$ cat config.mk
export PLATFORM = sky130hd
export DESIGN_NAME = resonant_sr_dead_time
export DESIGN_NICKNAME = d
export VERILOG_FILES = /design/src/rtl/sr_timing_pkg.sv /design/src/rtl/resonant_sr_dead_time.sv /design/src/rtl/sr_drive_channel.sv
export SDC_FILE = /design/constraint.sdc
export NUM_CORES = 1
export LEC_CHECK = 0
export BUFFER_PORTS_ARGS = -buffer_cell sky130_fd_sc_hd__clkbuf_2
export CORE_MARGIN = 2
export CORE_UTILIZATION = 60
export CTS_BUF_LIST = sky130_fd_sc_hd__clkbuf_16
export CTS_CLUSTER_SIZE = 14
export DETAILED_ROUTE_END_ITERATION = 6
export PLACE_DENSITY = 0.81
export SETUP_SLACK_MARGIN = 0.3
export SLEW_MARGIN = 30
export SYNTH_ARGS = -nofsm -noshare
export SYNTH_HDL_FRONTEND = slang
export SYNTH_SLANG_ARGS = --single-unit
$ cat constraint.sdc
create_clock -name clk -period 10.01 [get_ports clk]
set_input_delay 1.5015 -clock clk [delete_from_list [all_inputs] [get_ports clk]]
set_output_delay 1.5015 -clock clk [all_outputs]
set_load 0.05 [all_outputs]
$ cat src/rtl/sr_timing_pkg.sv
// Constants shared by the rectifier dead-time timing block.
package sr_timing_pkg;
  // **********************************************************************
  // Register indices (byte address is four times the index)
  // **********************************************************************
  localparam logic [7:0] IDX_RECT1_RISE_DELAY = 8'h51;
  localparam logic [7:0] IDX_RECT1_FALL_LEAD  = 8'h53;
  localparam logic [7:0] IDX_RECT2_RISE_DELAY = 8'h55;
  localparam logic [7:0] IDX_RECT2_FALL_LEAD  = 8'h57;
  localparam logic [7:0] IDX_CONTROL          = 8'h59;
  localparam logic [7:0] IDX_STATUS           = 8'h5a;

  // **********************************************************************
  // Field positions and reset values
  // **********************************************************************
  localparam int         CTRL_RESONANT_BIT  = 0;
  localparam int         STAT_AC_BIT        = 0;
  localparam int         STAT_DRIVE_ONE_BIT = 1;
  localparam int         STAT_DRIVE_TWO_BIT = 2;
  localparam logic [7:0] DEAD_TIME_RESET    = 8'h00;
  localparam logic [7:0] CONTROL_RESET      = 8'h00;

  // **********************************************************************
  // Timing
  // **********************************************************************
  localparam int LSB_NS   = 5;
  localparam int CLK_NS   = 40;
  localparam int MAX_CODE = 255;
  // Longest offset, 1275 ns, in whole clock cycles rounded up.
  localparam int MAX_OFFSET_CYCLES = (MAX_CODE * LSB_NS + CLK_NS - 1) / CLK_NS;
  // Clocks from an AC edge to the drive flop: detect, then register.
  localparam int EDGE_LATENCY = 2;

  // **********************************************************************
  // Bus responses
  // **********************************************************************
  localparam logic [1:0] RESP_OKAY   = 2'h0;
  localparam logic [1:0] RESP_SLVERR = 2'h2;
endpackage : sr_timing_pkg

$ cat src/rtl/resonant_sr_dead_time.sv
// Resonant-mode rectifier dead-time timing with AXI4-Lite registers.
`timescale 1ns/1ps
module resonant_sr_dead_time #(
  parameter int CW = 16
) (
  // Clock and reset
  input  wire logic        clk,
  input  wire logic        reset_n,
  // AXI4-Lite write address
  input  wire logic [31:0] s_axi_awaddr,
  input  wire logic        s_axi_awvalid,
  output logic             s_axi_awready,
  // AXI4-Lite write data
  input  wire logic [31:0] s_axi_wdata,
  input  wire logic [3:0]  s_axi_wstrb,
  input  wire logic        s_axi_wvalid,
  output logic             s_axi_wready,
  // AXI4-Lite write response
  output logic [1:0]       s_axi_bresp,
  output logic             s_axi_bvalid,
  input  wire logic        s_axi_bready,
  // AXI4-Lite read address
  input  wire logic [31:0] s_axi_araddr,
  input  wire logic        s_axi_arvalid,
  output logic             s_axi_arready,
  // AXI4-Lite read data
  output logic [31:0]      s_axi_rdata,
  output logic [1:0]       s_axi_rresp,
  output logic             s_axi_rvalid,
  input  wire logic        s_axi_rready,
  // AC sense and rectifier drives
  input  wire logic        ac_edge_sense_input,
  output logic             rectifier_drive_one,
  output logic             rectifier_drive_two
);
  localparam int OW = $clog2(sr_timing_pkg::MAX_OFFSET_CYCLES + 1);

  // ************************************************************************
  // Helpers
  // ************************************************************************
  // code to cycles
  function automatic logic [OW-1:0] code_to_cycles(input logic [7:0] code);
    int ns;
    ns = int'(code) * sr_timing_pkg::LSB_NS;
    return OW'((ns + sr_timing_pkg::CLK_NS - 1) / sr_timing_pkg::CLK_NS);
  endfunction : code_to_cycles

  // The drive flop lags the AC edge it is timed from by two clocks. The
  // early fall is pulled in by the same amount, otherwise every lead would
  // come out two clocks short and a small lead would overlap the AC edge.
  // lead with latency
  function automatic logic [OW-1:0] lead_to_cycles(input logic [7:0] code);
    return code_to_cycles(code) + OW'(sr_timing_pkg::EDGE_LATENCY);
  endfunction : lead_to_cycles

  function automatic logic mapped(input logic [7:0] idx);
    return idx == sr_timing_pkg::IDX_RECT1_RISE_DELAY ||
           idx == sr_timing_pkg::IDX_RECT1_FALL_LEAD  ||
           idx == sr_timing_pkg::IDX_RECT2_RISE_DELAY ||
           idx == sr_timing_pkg::IDX_RECT2_FALL_LEAD  ||
           idx == sr_timing_pkg::IDX_CONTROL          ||
           idx == sr_timing_pkg::IDX_STATUS;
  endfunction : mapped

  // ************************************************************************
  // Write channel
  // ************************************************************************
  logic [7:0] aw_idx_q;
  logic       aw_held_q;
  logic [7:0] w_data_q;
  logic       w_en_q;
  logic       w_held_q;
  logic [7:0] rect1_rise_delay_q;
  logic [7:0] rect1_fall_lead_q;
  logic [7:0] rect2_rise_delay_q;
  logic [7:0] rect2_fall_lead_q;
  logic [7:0] control_q;
  logic       do_write;

  assign do_write = aw_held_q && w_held_q && !s_axi_bvalid;

  always_ff @(posedge clk or negedge reset_n) begin
    if (!reset_n) begin
      aw_held_q     <= 1'b0;
      aw_idx_q      <= '0;
      s_axi_awready <= 1'b0;
    end else begin
      s_axi_awready <= !aw_held_q && !s_axi_awready;
      if (s_axi_awvalid && s_axi_awready) begin
        aw_held_q <= 1'b1;
        aw_idx_q  <= s_axi_awaddr[9:2];
      end else if (do_write) begin
        aw_held_q <= 1'b0;
      end
    end
  end

  always_ff @(posedge clk or negedge reset_n) begin
    if (!reset_n) begin
      w_held_q     <= 1'b0;
      w_data_q     <= '0;
      w_en_q       <= 1'b0;
      s_axi_wready <= 1'b0;
    end else begin
      s_axi_wready <= !w_held_q && !s_axi_wready;
      if (s_axi_wvalid && s_axi_wready) begin
        w_held_q <= 1'b1;
        w_data_q <= s_axi_wdata[7:0];
        w_en_q   <= s_axi_wstrb[0];
      end else if (do_write) begin
        w_held_q <= 1'b0;
      end
    end
  end

  always_ff @(posedge clk or negedge reset_n) begin
    if (!reset_n) begin
      s_axi_bvalid <= 1'b0;
      s_axi_bresp  <= sr_timing_pkg::RESP_OKAY;
    end else if (do_write) begin
      s_axi_bvalid <= 1'b1;
      s_axi_bresp  <= mapped(aw_idx_q) ? sr_timing_pkg::RESP_OKAY
                                       : sr_timing_pkg::RESP_SLVERR;
    end else if (s_axi_bready) begin
      s_axi_bvalid <= 1'b0;
    end
  end

  always_ff @(posedge clk or negedge reset_n) begin
    if (!reset_n) begin
      rect1_rise_delay_q <= sr_timing_pkg::DEAD_TIME_RESET;
      rect1_fall_lead_q  <= sr_timing_pkg::DEAD_TIME_RESET;
      rect2_rise_delay_q <= sr_timing_pkg::DEAD_TIME_RESET;
      rect2_fall_lead_q  <= sr_timing_pkg::DEAD_TIME_RESET;
      control_q          <= sr_timing_pkg::CONTROL_RESET;
    end else if (do_write && w_en_q) begin
      case (aw_idx_q)
        sr_timing_pkg::IDX_RECT1_RISE_DELAY: rect1_rise_delay_q <= w_data_q;
        sr_timing_pkg::IDX_RECT1_FALL_LEAD:  rect1_fall_lead_q  <= w_data_q;
        sr_timing_pkg::IDX_RECT2_RISE_DELAY: rect2_rise_delay_q <= w_data_q;
        sr_timing_pkg::IDX_RECT2_FALL_LEAD:  rect2_fall_lead_q  <= w_data_q;
        sr_timing_pkg::IDX_CONTROL:          control_q          <= w_data_q;
        default: ;
      endcase
    end
  end

  // ************************************************************************
  // Read channel
  // ************************************************************************
  logic [7:0] rd_byte;
  logic [7:0] ar_idx;
  logic       ar_take;
  logic       ac_prev_q;

  assign ar_idx  = s_axi_araddr[9:2];
  assign ar_take = s_axi_arvalid && s_axi_arready;

  always_comb begin
    rd_byte = 8'h00;
    case (ar_idx)
      sr_timing_pkg::IDX_RECT1_RISE_DELAY: rd_byte = rect1_rise_delay_q;
      sr_timing_pkg::IDX_RECT1_FALL_LEAD:  rd_byte = rect1_fall_lead_q;
      sr_timing_pkg::IDX_RECT2_RISE_DELAY: rd_byte = rect2_rise_delay_q;
      sr_timing_pkg::IDX_RECT2_FALL_LEAD:  rd_byte = rect2_fall_lead_q;
      sr_timing_pkg::IDX_CONTROL:          rd_byte = control_q;
      sr_timing_pkg::IDX_STATUS: begin
        rd_byte[sr_timing_pkg::STAT_AC_BIT]        = ac_prev_q;
        rd_byte[sr_timing_pkg::STAT_DRIVE_ONE_BIT] = rectifier_drive_one;
        rd_byte[sr_timing_pkg::STAT_DRIVE_TWO_BIT] = rectifier_drive_two;
      end
      default: rd_byte = 8'h00;
    endcase
  end

  // Ready stands high while no answer is pending, so a master that raises
  // arvalid first and waits for ready is always served.
  always_ff @(posedge clk or negedge reset_n) begin
    if (!reset_n) begin
      s_axi_arready <= 1'b0;
    end else begin
      s_axi_arready <= !s_axi_rvalid && !ar_take;
    end
  end

  always_ff @(posedge clk or negedge reset_n) begin
    if (!reset_n) begin
      s_axi_rvalid <= 1'b0;
    end else if (ar_take) begin
      s_axi_rvalid <= 1'b1;
    end else if (s_axi_rready) begin
      s_axi_rvalid <= 1'b0;
    end
  end

  always_ff @(posedge clk or negedge reset_n) begin
    if (!reset_n) begin
      s_axi_rdata <= '0;
      s_axi_rresp <= sr_timing_pkg::RESP_OKAY;
    end else if (ar_take) begin
      s_axi_rdata <= {24'h000000, rd_byte};
      s_axi_rresp <= mapped(ar_idx) ? sr_timing_pkg::RESP_OKAY
                                    : sr_timing_pkg::RESP_SLVERR;
    end
  end

  // ************************************************************************
  // AC edge detection and half-cycle measurement
  // ************************************************************************
  logic          ac_rise;
  logic          ac_fall;
  logic [CW-1:0] seg_cnt_q;
  logic [CW-1:0] high_len_q;
  logic [CW-1:0] low_len_q;
  logic          resonant;

  assign ac_rise  = ac_edge_sense_input && !ac_prev_q;
  assign ac_fall  = !ac_edge_sense_input && ac_prev_q;
  assign resonant = control_q[sr_timing_pkg::CTRL_RESONANT_BIT];

  always_ff @(posedge clk or negedge reset_n) begin
    if (!reset_n) begin
      ac_prev_q <= 1'b0;
    end else begin
      ac_prev_q <= ac_edge_sense_input;
    end
  end

  always_ff @(posedge clk or negedge reset_n) begin
    if (!reset_n) begin
      seg_cnt_q <= '0;
    end else begin
      if (ac_rise || ac_fall) begin
        seg_cnt_q <= '0;
      end else if (seg_cnt_q != {CW{1'b1}}) begin
        seg_cnt_q <= seg_cnt_q + CW'(1);
      end
    end
  end

  // The fall must come before an edge that has not happened yet, so the
  // length of the last half-cycle at the same level serves as the prediction of the next one.
  // A frequency step therefore moves the early fall for one cycle.
  always_ff @(posedge clk or negedge reset_n) begin
    if (!reset_n) begin
      high_len_q <= '0;
      low_len_q  <= '0;
    end else if (ac_fall) begin
      high_len_q <= seg_cnt_q + CW'(1);
    end else if (ac_rise) begin
      low_len_q <= seg_cnt_q + CW'(1);
    end
  end

  // ************************************************************************
  // Drive channels
  // ************************************************************************
  logic [OW-1:0] rise_one;
  logic [OW-1:0] lead_one;
  logic [OW-1:0] rise_two;
  logic [OW-1:0] lead_two;

  assign rise_one = code_to_cycles(rect1_rise_delay_q);
  assign lead_one = lead_to_cycles(rect1_fall_lead_q);
  assign rise_two = code_to_cycles(rect2_rise_delay_q);
  assign lead_two = lead_to_cycles(rect2_fall_lead_q);

  sr_drive_channel #(.CW(CW), .OW(OW)) u_drive_one (
    .clk         (clk),
    .reset_n     (reset_n),
    .enable      (resonant),
    .start_pulse (ac_rise),
    .stop_pulse  (ac_fall),
    .rise_cycles (rise_one),
    .lead_cycles (lead_one),
    .half_cycles (high_len_q),
    .drive       (rectifier_drive_one)
  );

  sr_drive_channel #(.CW(CW), .OW(OW)) u_drive_two (
    .clk         (clk),
    .reset_n     (reset_n),
    .enable      (resonant),
    .start_pulse (ac_fall),
    .stop_pulse  (ac_rise),
    .rise_cycles (rise_two),
    .lead_cycles (lead_two),
    .half_cycles (low_len_q),
    .drive       (rectifier_drive_two)
  );
endmodule : resonant_sr_dead_time

$ cat src/rtl/sr_drive_channel.sv
// One rectifier drive: delayed rise, predicted early fall.
`timescale 1ns/1ps
module sr_drive_channel #(
  parameter int CW = 16,
  parameter int OW = 6
) (
  // Clock and reset
  input  wire logic          clk,
  input  wire logic          reset_n,
  // Enable and half-cycle markers
  input  wire logic          enable,
  input  wire logic          start_pulse,
  input  wire logic          stop_pulse,
  // Offsets in cycles and predicted half-cycle length
  input  wire logic [OW-1:0] rise_cycles,
  input  wire logic [OW-1:0] lead_cycles,
  input  wire logic [CW-1:0] half_cycles,
  // Drive
  output logic               drive
);
  logic [CW-1:0] cnt_q;
  logic          active_q;
  logic [OW-1:0] rise_q;
  logic [CW-1:0] fall_pt_q;

  // Offsets are latched only at the half-cycle start, so a register write
  // in mid-cycle never splits one pulse between old and new values.
  // latch at start
  always_ff @(posedge clk or negedge reset_n) begin
    if (!reset_n) begin
      rise_q    <= '0;
      fall_pt_q <= '0;
    end else if (start_pulse) begin
      rise_q <= rise_cycles;
      if (half_cycles > CW'(lead_cycles)) begin
        fall_pt_q <= half_cycles - CW'(lead_cycles);
      end else begin
        fall_pt_q <= '0;
      end
    end
  end

  always_ff @(posedge clk or negedge reset_n) begin
    if (!reset_n) begin
      cnt_q    <= '0;
      active_q <= 1'b0;
    end else if (start_pulse) begin
      cnt_q    <= '0;
      active_q <= enable;
    end else if (stop_pulse || !enable) begin
      active_q <= 1'b0;
    end else if (active_q && cnt_q != {CW{1'b1}}) begin
      cnt_q <= cnt_q + CW'(1);
    end
  end

  always_ff @(posedge clk or negedge reset_n) begin
    if (!reset_n) begin
      drive <= 1'b0;
    end else begin
      drive <= active_q && !stop_pulse && enable &&
               cnt_q >= CW'(rise_q) && cnt_q < fall_pt_q;
    end
  end
endmodule : sr_drive_channel

* Word-level counts from Yosys, hierarchy flattened *
Index checks and enable logic that the tools add are counted.

storage, ports and cells
  bits in registers = 205
  input bits = 108
  output and inout bits = 43
  word-level logic and storage cells = 167

cells by class
  add/sub/neg operators = 15
  multipliers = 4
  div/mod/pow operators = 4
  magnitude comparators = 6
  equality and inequality tests = 17
  muxes and demuxes = 25
  bitwise logic cells = 1
  reduce and logical (&&, ||, !) cells = 63

operator list
  operator               count
  $mux 16                10
  $div 32x7->32 const B  4
  $eq 8x7->1 const B     12
  $sub 12x1->13 const B  4
  $add 11x6->12 const B  4
  $add 16x1->16 const B  3
  $ne 16x16->1 const B   3
  $mul 8x3->11 const B   4
  $ge 16x6->1            2
  $gt 16x6->1            2
  $lt 16x16->1           2
  $sub 16x6->16          2
  $pmux 5 s5             1
  $logic_and 1x1->1      21
  $pmux 3 s6             1
  $reduce_bool 2->1      9
  $reduce_and 2->1       8
  $logic_or 1x1->1       13
  $add 6x2->6 const B    2
  $logic_not 1->1        12
  $mux 1                 11
  $mux 2                 2
  $ne 2x2->1 const B     2
  $not 1->1              1

* Longest topological paths before layout *
  word-level depth = 7
  gate-level depth with buffers = 35

* Hierarchy *
Synthesis repeated with hierarchy kept, for this count alone.

unflattened totals
  cells, all modules = 1,744
  area, all modules = 15,995.3 um^2

modules (own cells, without submodules)
  module                 instances  cells an instance  area each (um^2)  sequential area each (um^2)
  resonant_sr_dead_time  1          1,160              10,590.2          3,078.0
  sr_drive_channel       2          292                2,702.6           1,001.0

* Worst setup path after synthesis *
OpenSTA, ideal clock, no wires.

  kind = reg-to-reg
  start point = reg rect2_fall_lead_q[1]
  end point = reg u_drive_two.fall_pt_q[15]
  data arrival time = 7,568 ps
  required time = 9,866 ps
  slack = 2,298 ps
  stages on the path, launching flop included = 33
  path buffers = 2
  path through = dfrtp_1 -> ha_1 -> ha_1 -> ha_1 -> buf_6 -> a211o_1 -> and2_4 -> o311a_1 -> buf_6 -> o21ai_0 -> ha_1 -> nor2b_1 -> o211ai_1 -> o221ai_1 -> a2111oi_4 -> a211oi_4 -> nand4_2 -> xnor2_1 -> a211o_1 -> o2111ai_2 -> or3_4 -> ha_1 -> inv_1 -> ha_1 -> a21o_1 -> a21oi_1 -> o21bai_1 -> a211o_1 -> or2_2 -> nor4_1 -> nand2_1 -> xor2_1 -> o22ai_1

between the ends
  word-level cells in the longest chain between the ends = 7
  elaborated cells on any way between the ends = 8
  those cells by class = add/sub (4); mul (1); div (1); order compare (1); mux (1)

ends and longest elaborated chain
  what                                                 line                                            text
  from (decl)                                          resonant_sr_dead_time.sv:76                     logic [7:0] rect2_fall_lead_q;
  from (signal assigned)                               resonant_sr_dead_time.sv:134                    rect2_fall_lead_q <= sr_timing_pkg::DEAD_TIME_RESET;
  from (signal assigned)                               resonant_sr_dead_time.sv:141                    sr_timing_pkg::IDX_RECT2_FALL_LEAD: rect2_fall_lead_q <= w_data_q;
  $mul 8x3->11 (*)                                     resonant_sr_dead_time.sv:44                     ns = int'(code) * sr_timing_pkg::LSB_NS;
  $add 11x6->12 (*)                                    resonant_sr_dead_time.sv:45                     return OW'((ns + sr_timing_pkg::CLK_NS - 1) / sr_timing_pkg::CLK_NS);
  $sub 12x1->13 (*)                                    resonant_sr_dead_time.sv:45
  $div 32x7->32 (*)                                    resonant_sr_dead_time.sv:45
  $add 6x2->6 (*)                                      resonant_sr_dead_time.sv:53                     return code_to_cycles(code) + OW'(sr_timing_pkg::EDGE_LATENCY);
  $sub 16x6->16 / $gt 16x6->1 (equally long branches)  sr_drive_channel.sv:36, sr_drive_channel.sv:35
  $mux 16 (*)                                          sr_drive_channel.sv:35                          if (half_cycles > CW'(lead_cycles)) begin
  to (signal assigned)                                 sr_drive_channel.sv:36                          fall_pt_q <= half_cycles - CW'(lead_cycles);
  to (decl)                                            sr_drive_channel.sv:24                          logic [CW-1:0] fall_pt_q;

Every way passes the cells marked *; elsewhere a longest branch is shown, timed or not.
A chain may end at the register's enable or synchronous reset.

* Worst setup path after layout *
  start point = reg rect2_fall_lead_q[1]
  end point = reg u_drive_two.fall_pt_q[13]

Same word-level chain as after synthesis.

==> flow_metrics.py <==
metrics = {
    "status": {
        "status": "finished with violations",
        "violations": "DRC",
    },
    "clocking": {
        "cts_tree": "done",
        "cts.path.max_buffers": 3,
        "ctsHoldBuffers": 0,
        "cts_resized": 0,
        "cts_setup_buffers": 0,
        "cts_max_level": 1,
        "clk_latency_ns": 0.51,
        "root_buffer": "clkbuf_16",
        "clk_pin_slew_worst_paths_ns": 0.06,
        "cts_buffers": 22,
        "clock_sinks": 203,
    },
    "synthesis": {
        "synth_compound_area_frac": 0.229,
        "synthAdderAreaFrac": 0.129,
        "yosysWarnings": 0,
        "synth_simple_gate_area_share": 0.163,
        "synth_top_family_by_area": "compound AO/OA/AOI/OAI gates",
        "yosys_register_bits": 203,
        "synth-main-ff-cell": "dfrtp_1",
        "syn_area_sq_um": 16000,
        "yosysSeqAreaShare": 0.317,
        "yosysUniqueCellTypes": 102,
        "synth_edf_count": 0,
        "muxShareOfSynthArea": 0.0563,
        "async_reset_ff_frac": 1.00,
        "syn-mean-instance-area_sq_um": 9.04,
        "netlist_instances": 1774,
        "yosys.area_share.xor_xnor": 0.0545,
    },
    "critical_path": {
        "cp_max_fo": 10,
        "r2r_cells": 30,
        "crit_top_cell": "ha_1",
        "endpoint_kind": "flop",
        "cp-start-kind": "flop",
        "arrival_ns": 9.05,
        "required_ns": 10.37,
        "criticalPathCategory": "flop to flop",
        "critPathSlowestCell": "o311a_1",
        "cp_slowest_stage_delay_ns": 0.47,
    },
    "layout": {
        "drive_gt1_frac": 0.109,
        "antenna_cells": 0,
        "layout_common_cells": "dfrtp_1 (203), nor2_1 (161), ha_1 (141), a21oi_1 (115), nand2_1 (109)",
        "syn2layout_area_growth_pct": 6.96,
        "fillers": 2070,
        "finalNetCount": 2058,
        "final_cells": 2148,
        "final_common_cell": "dfrtp_1",
    },
    "sta": {
        "hold_viol": 0,
        "maxSlewViolCount": 0,
        "fmax_ghz": 0.115,
        "worst_pin_slew_ns": 0.930,
        "rsz0062_at_grt": "no",
        "finalSetupViolCount": 0,
        "slew_headroom": 0.375,
        "fin_worst_skew_ns": 0.0157,
        "period_minus_slack_ns": 8.69,
        "whs_ns": 0.441,
        "fin_crit_sh": 0.868,
        "tns_ns": 0,
    },
    "global_routing": {
        "grt_pass1_wl_um": 60700,
        "grt_remaining_overflow": 0,
        "grt_use_total": 0.253,
        "grt_max_degree": 128,
        "grt_pass1_vias": 12837,
        "antenna_found_initial": 0,
    },
    "hold_path": {
        "hold_depth": 1,
        "hold_class": "flop to flop",
    },
    "detailed_routing": {
        "top_layer": "met4",
        "finalWirelength_um": 35800,
        "wl_met1_um": 16200,
        "antenna_left": 0,
        "met2WireLength_um": 17000,
        "routed_via_density": 6.24,
        "vias": 13401,
        "wl_per_cell_um": 16.7,
        "wl_met3_um": 1530,
        "drc": 3,
        "dr.first_iter.drc_count": 1045,
        "dr.pass1.iters": 7,
    },
    "power": {
        "leakagePower_uw": 0.00824,
        "vdd_drop_max_mv": 0.207,
        "internal-power_uw": 1790,
        "sw_frac_of_total": 0.360,
        "clkPwrFrac": 0.277,
        "comb_power_share": 0.341,
        "p_per_area_nw_per_um2": 163,
        "seqPwrFrac": 0.382,
        "p_sw_uw": 1010,
        "p_total_uw": 2800,
    },
    "floorplan": {
        "die_w_um": 168,
        "dieArea_sq_um": 28100,
        "die_h_um": 168,
        "start_util": 0.614,
        "fp.coreArea_sq_um": 26100,
        "rows": 59,
        "ios": 151,
    },
    "placement": {
        "gp_congestion": 0.892,
        "hpwl_um": 25900,
        "io_buffer_count": 49,
        "dp.cells": 2107,
    },
    "flow_run": {
        "drv_cap": 0,
    },
}
-- critical path, delay by kind of cell (launching register included) --
kind	cells	cell delay, ns
buffers and inverters	1	0.04
flip-flops	1	0.46
adder cells (fa/ha/maj)	6	1.93
AND/OR/NAND/NOR	7	2.00
AO/OA/AOI/OAI	14	3.57
XOR/XNOR	2	0.50
-- layer usage --
metal,track usage,vias to the layer above
li1,-,6584
met3,0.0277,70
met5,0,-
met1,0.341,6413
met4,0.0779,0
met2,0.431,334
-- Yosys cell counts (9+ instances only) --
| cell | n | share of area |
|---|---|---|
| nand2b_1 | 11 | 0.0043 |
| buf_4 | 27 | 0.013 |
| and3_1 | 18 | 0.0070 |
| dfrtp_1 | 203 | 0.32 |
| or3_1 | 18 | 0.0070 |
| inv_1 | 100 | 0.023 |
| nand3_1 | 39 | 0.012 |
| nor3b_1 | 9 | 0.0042 |
| a21oi_1 | 115 | 0.036 |
| nor3_1 | 42 | 0.013 |
| clkbuf_1 | 40 | 0.0094 |
| mux2_2 | 66 | 0.046 |
| o211ai_1 | 26 | 0.012 |
| a21o_1 | 54 | 0.025 |
| o21a_1 | 17 | 0.0080 |
| nor2_1 | 161 | 0.038 |
| fa_1 | 10 | 0.012 |
| o21ai_0 | 70 | 0.022 |
| a211oi_1 | 17 | 0.0080 |
| buf_2 | 9 | 0.0028 |
| o21ai_1 | 15 | 0.0047 |
| a21boi_0 | 16 | 0.0075 |
| xnor2_1 | 51 | 0.028 |
| nor4_1 | 25 | 0.0097 |
| xor2_1 | 47 | 0.026 |
| o22ai_1 | 37 | 0.014 |
| a31oi_1 | 15 | 0.0058 |
| nand4_1 | 15 | 0.0058 |
| nor2b_1 | 18 | 0.0070 |
| a211o_1 | 13 | 0.0071 |
| and2_1 | 13 | 0.0051 |
| nand2_1 | 109 | 0.026 |
| ha_1 | 143 | 0.11 |
| mux2i_1 | 16 | 0.010 |
-- cell type report --
class / count / area (sq um) / area share
tap: 335 / 419 / 0.0244
inverter: 103 / 387 / 0.0225
clock inverter: 17 / 111 / 0.00649
multi-input combinational: 1411 / 10300 / 0.598
clock buffer: 23 / 576 / 0.0335
sequential: 203 / 5080 / 0.296
timing repair buffer: 56 / 332 / 0.0193
-- power groups by stage --
stage | combinational (uW) | sequential (uW) | clock, uW
3_5_place_dp | 941 | 1080 | 0
6_report | 955 | 1070 | 777
5_1_grt | 1070 | 1090 | 825
4_1_cts | 951 | 1070 | 790
3_3_place_gp | 914 | 1070 | 0
2_1_floorplan | 736 | 1070 | 0
-- sequential cells by signal (all words and copies together) (netlist names), 6 cells and up --
signal and count:
control_q 8, s_axi_rdata 8, seg_cnt_q 16, high_len_q 16
u_drive_one.fall_pt_q 16, rect1_rise_delay_q 8, rect2_rise_delay_q 8, aw_idx_q 8
u_drive_two.cnt_q 16, u_drive_two.rise_q 6, u_drive_one.rise_q 6, low_len_q 16
u_drive_two.fall_pt_q 16, w_data_q 8, rect1_fall_lead_q 8, rect2_fall_lead_q 8
u_drive_one.cnt_q 16
-- path summary, 6_finish.rpt --
kind / slack [ns] / start / to
max: 1.32 / rect2_fall_lead_q[1] / u_drive_two.fall_pt_q[13]
min: 0.44 / s_axi_wready / s_axi_wready
max reg2reg: 1.32 / rect2_fall_lead_q[1] / u_drive_two.fall_pt_q[13]
min reg2reg: 0.44 / s_axi_wready / s_axi_wready
max in group asynchronous: 8.06 / reset_n / u_drive_one.active_q
min in group asynchronous: 0.89 / reset_n / u_drive_two.rise_q[3]
-- metrics by stage --
stage          instance area (sq um)  utilization  setup WS [ns]
6_report                       17200        0.657           1.32
5_1_grt                        17200        0.657          0.582
4_1_cts                        17100        0.655           1.22
3_5_place_dp                   16400        0.628           1.23
3_3_place_gp                   16400        0.628           1.50
2_1_floorplan                  16100            -           2.30
-- cells by family (layout without fill, tap and decap cells) --
group	after synthesis	count (layout)
AOI/OAI and AO/OA	521	521
other	1	26
DFF	203	203
and+or+nand+nor	522	522
xor gates and xnor gates	99	99
buffers and inverters	185	199
muxes	82	82
adders and majority gates	161	161
(Power assumes the default switching activity.)
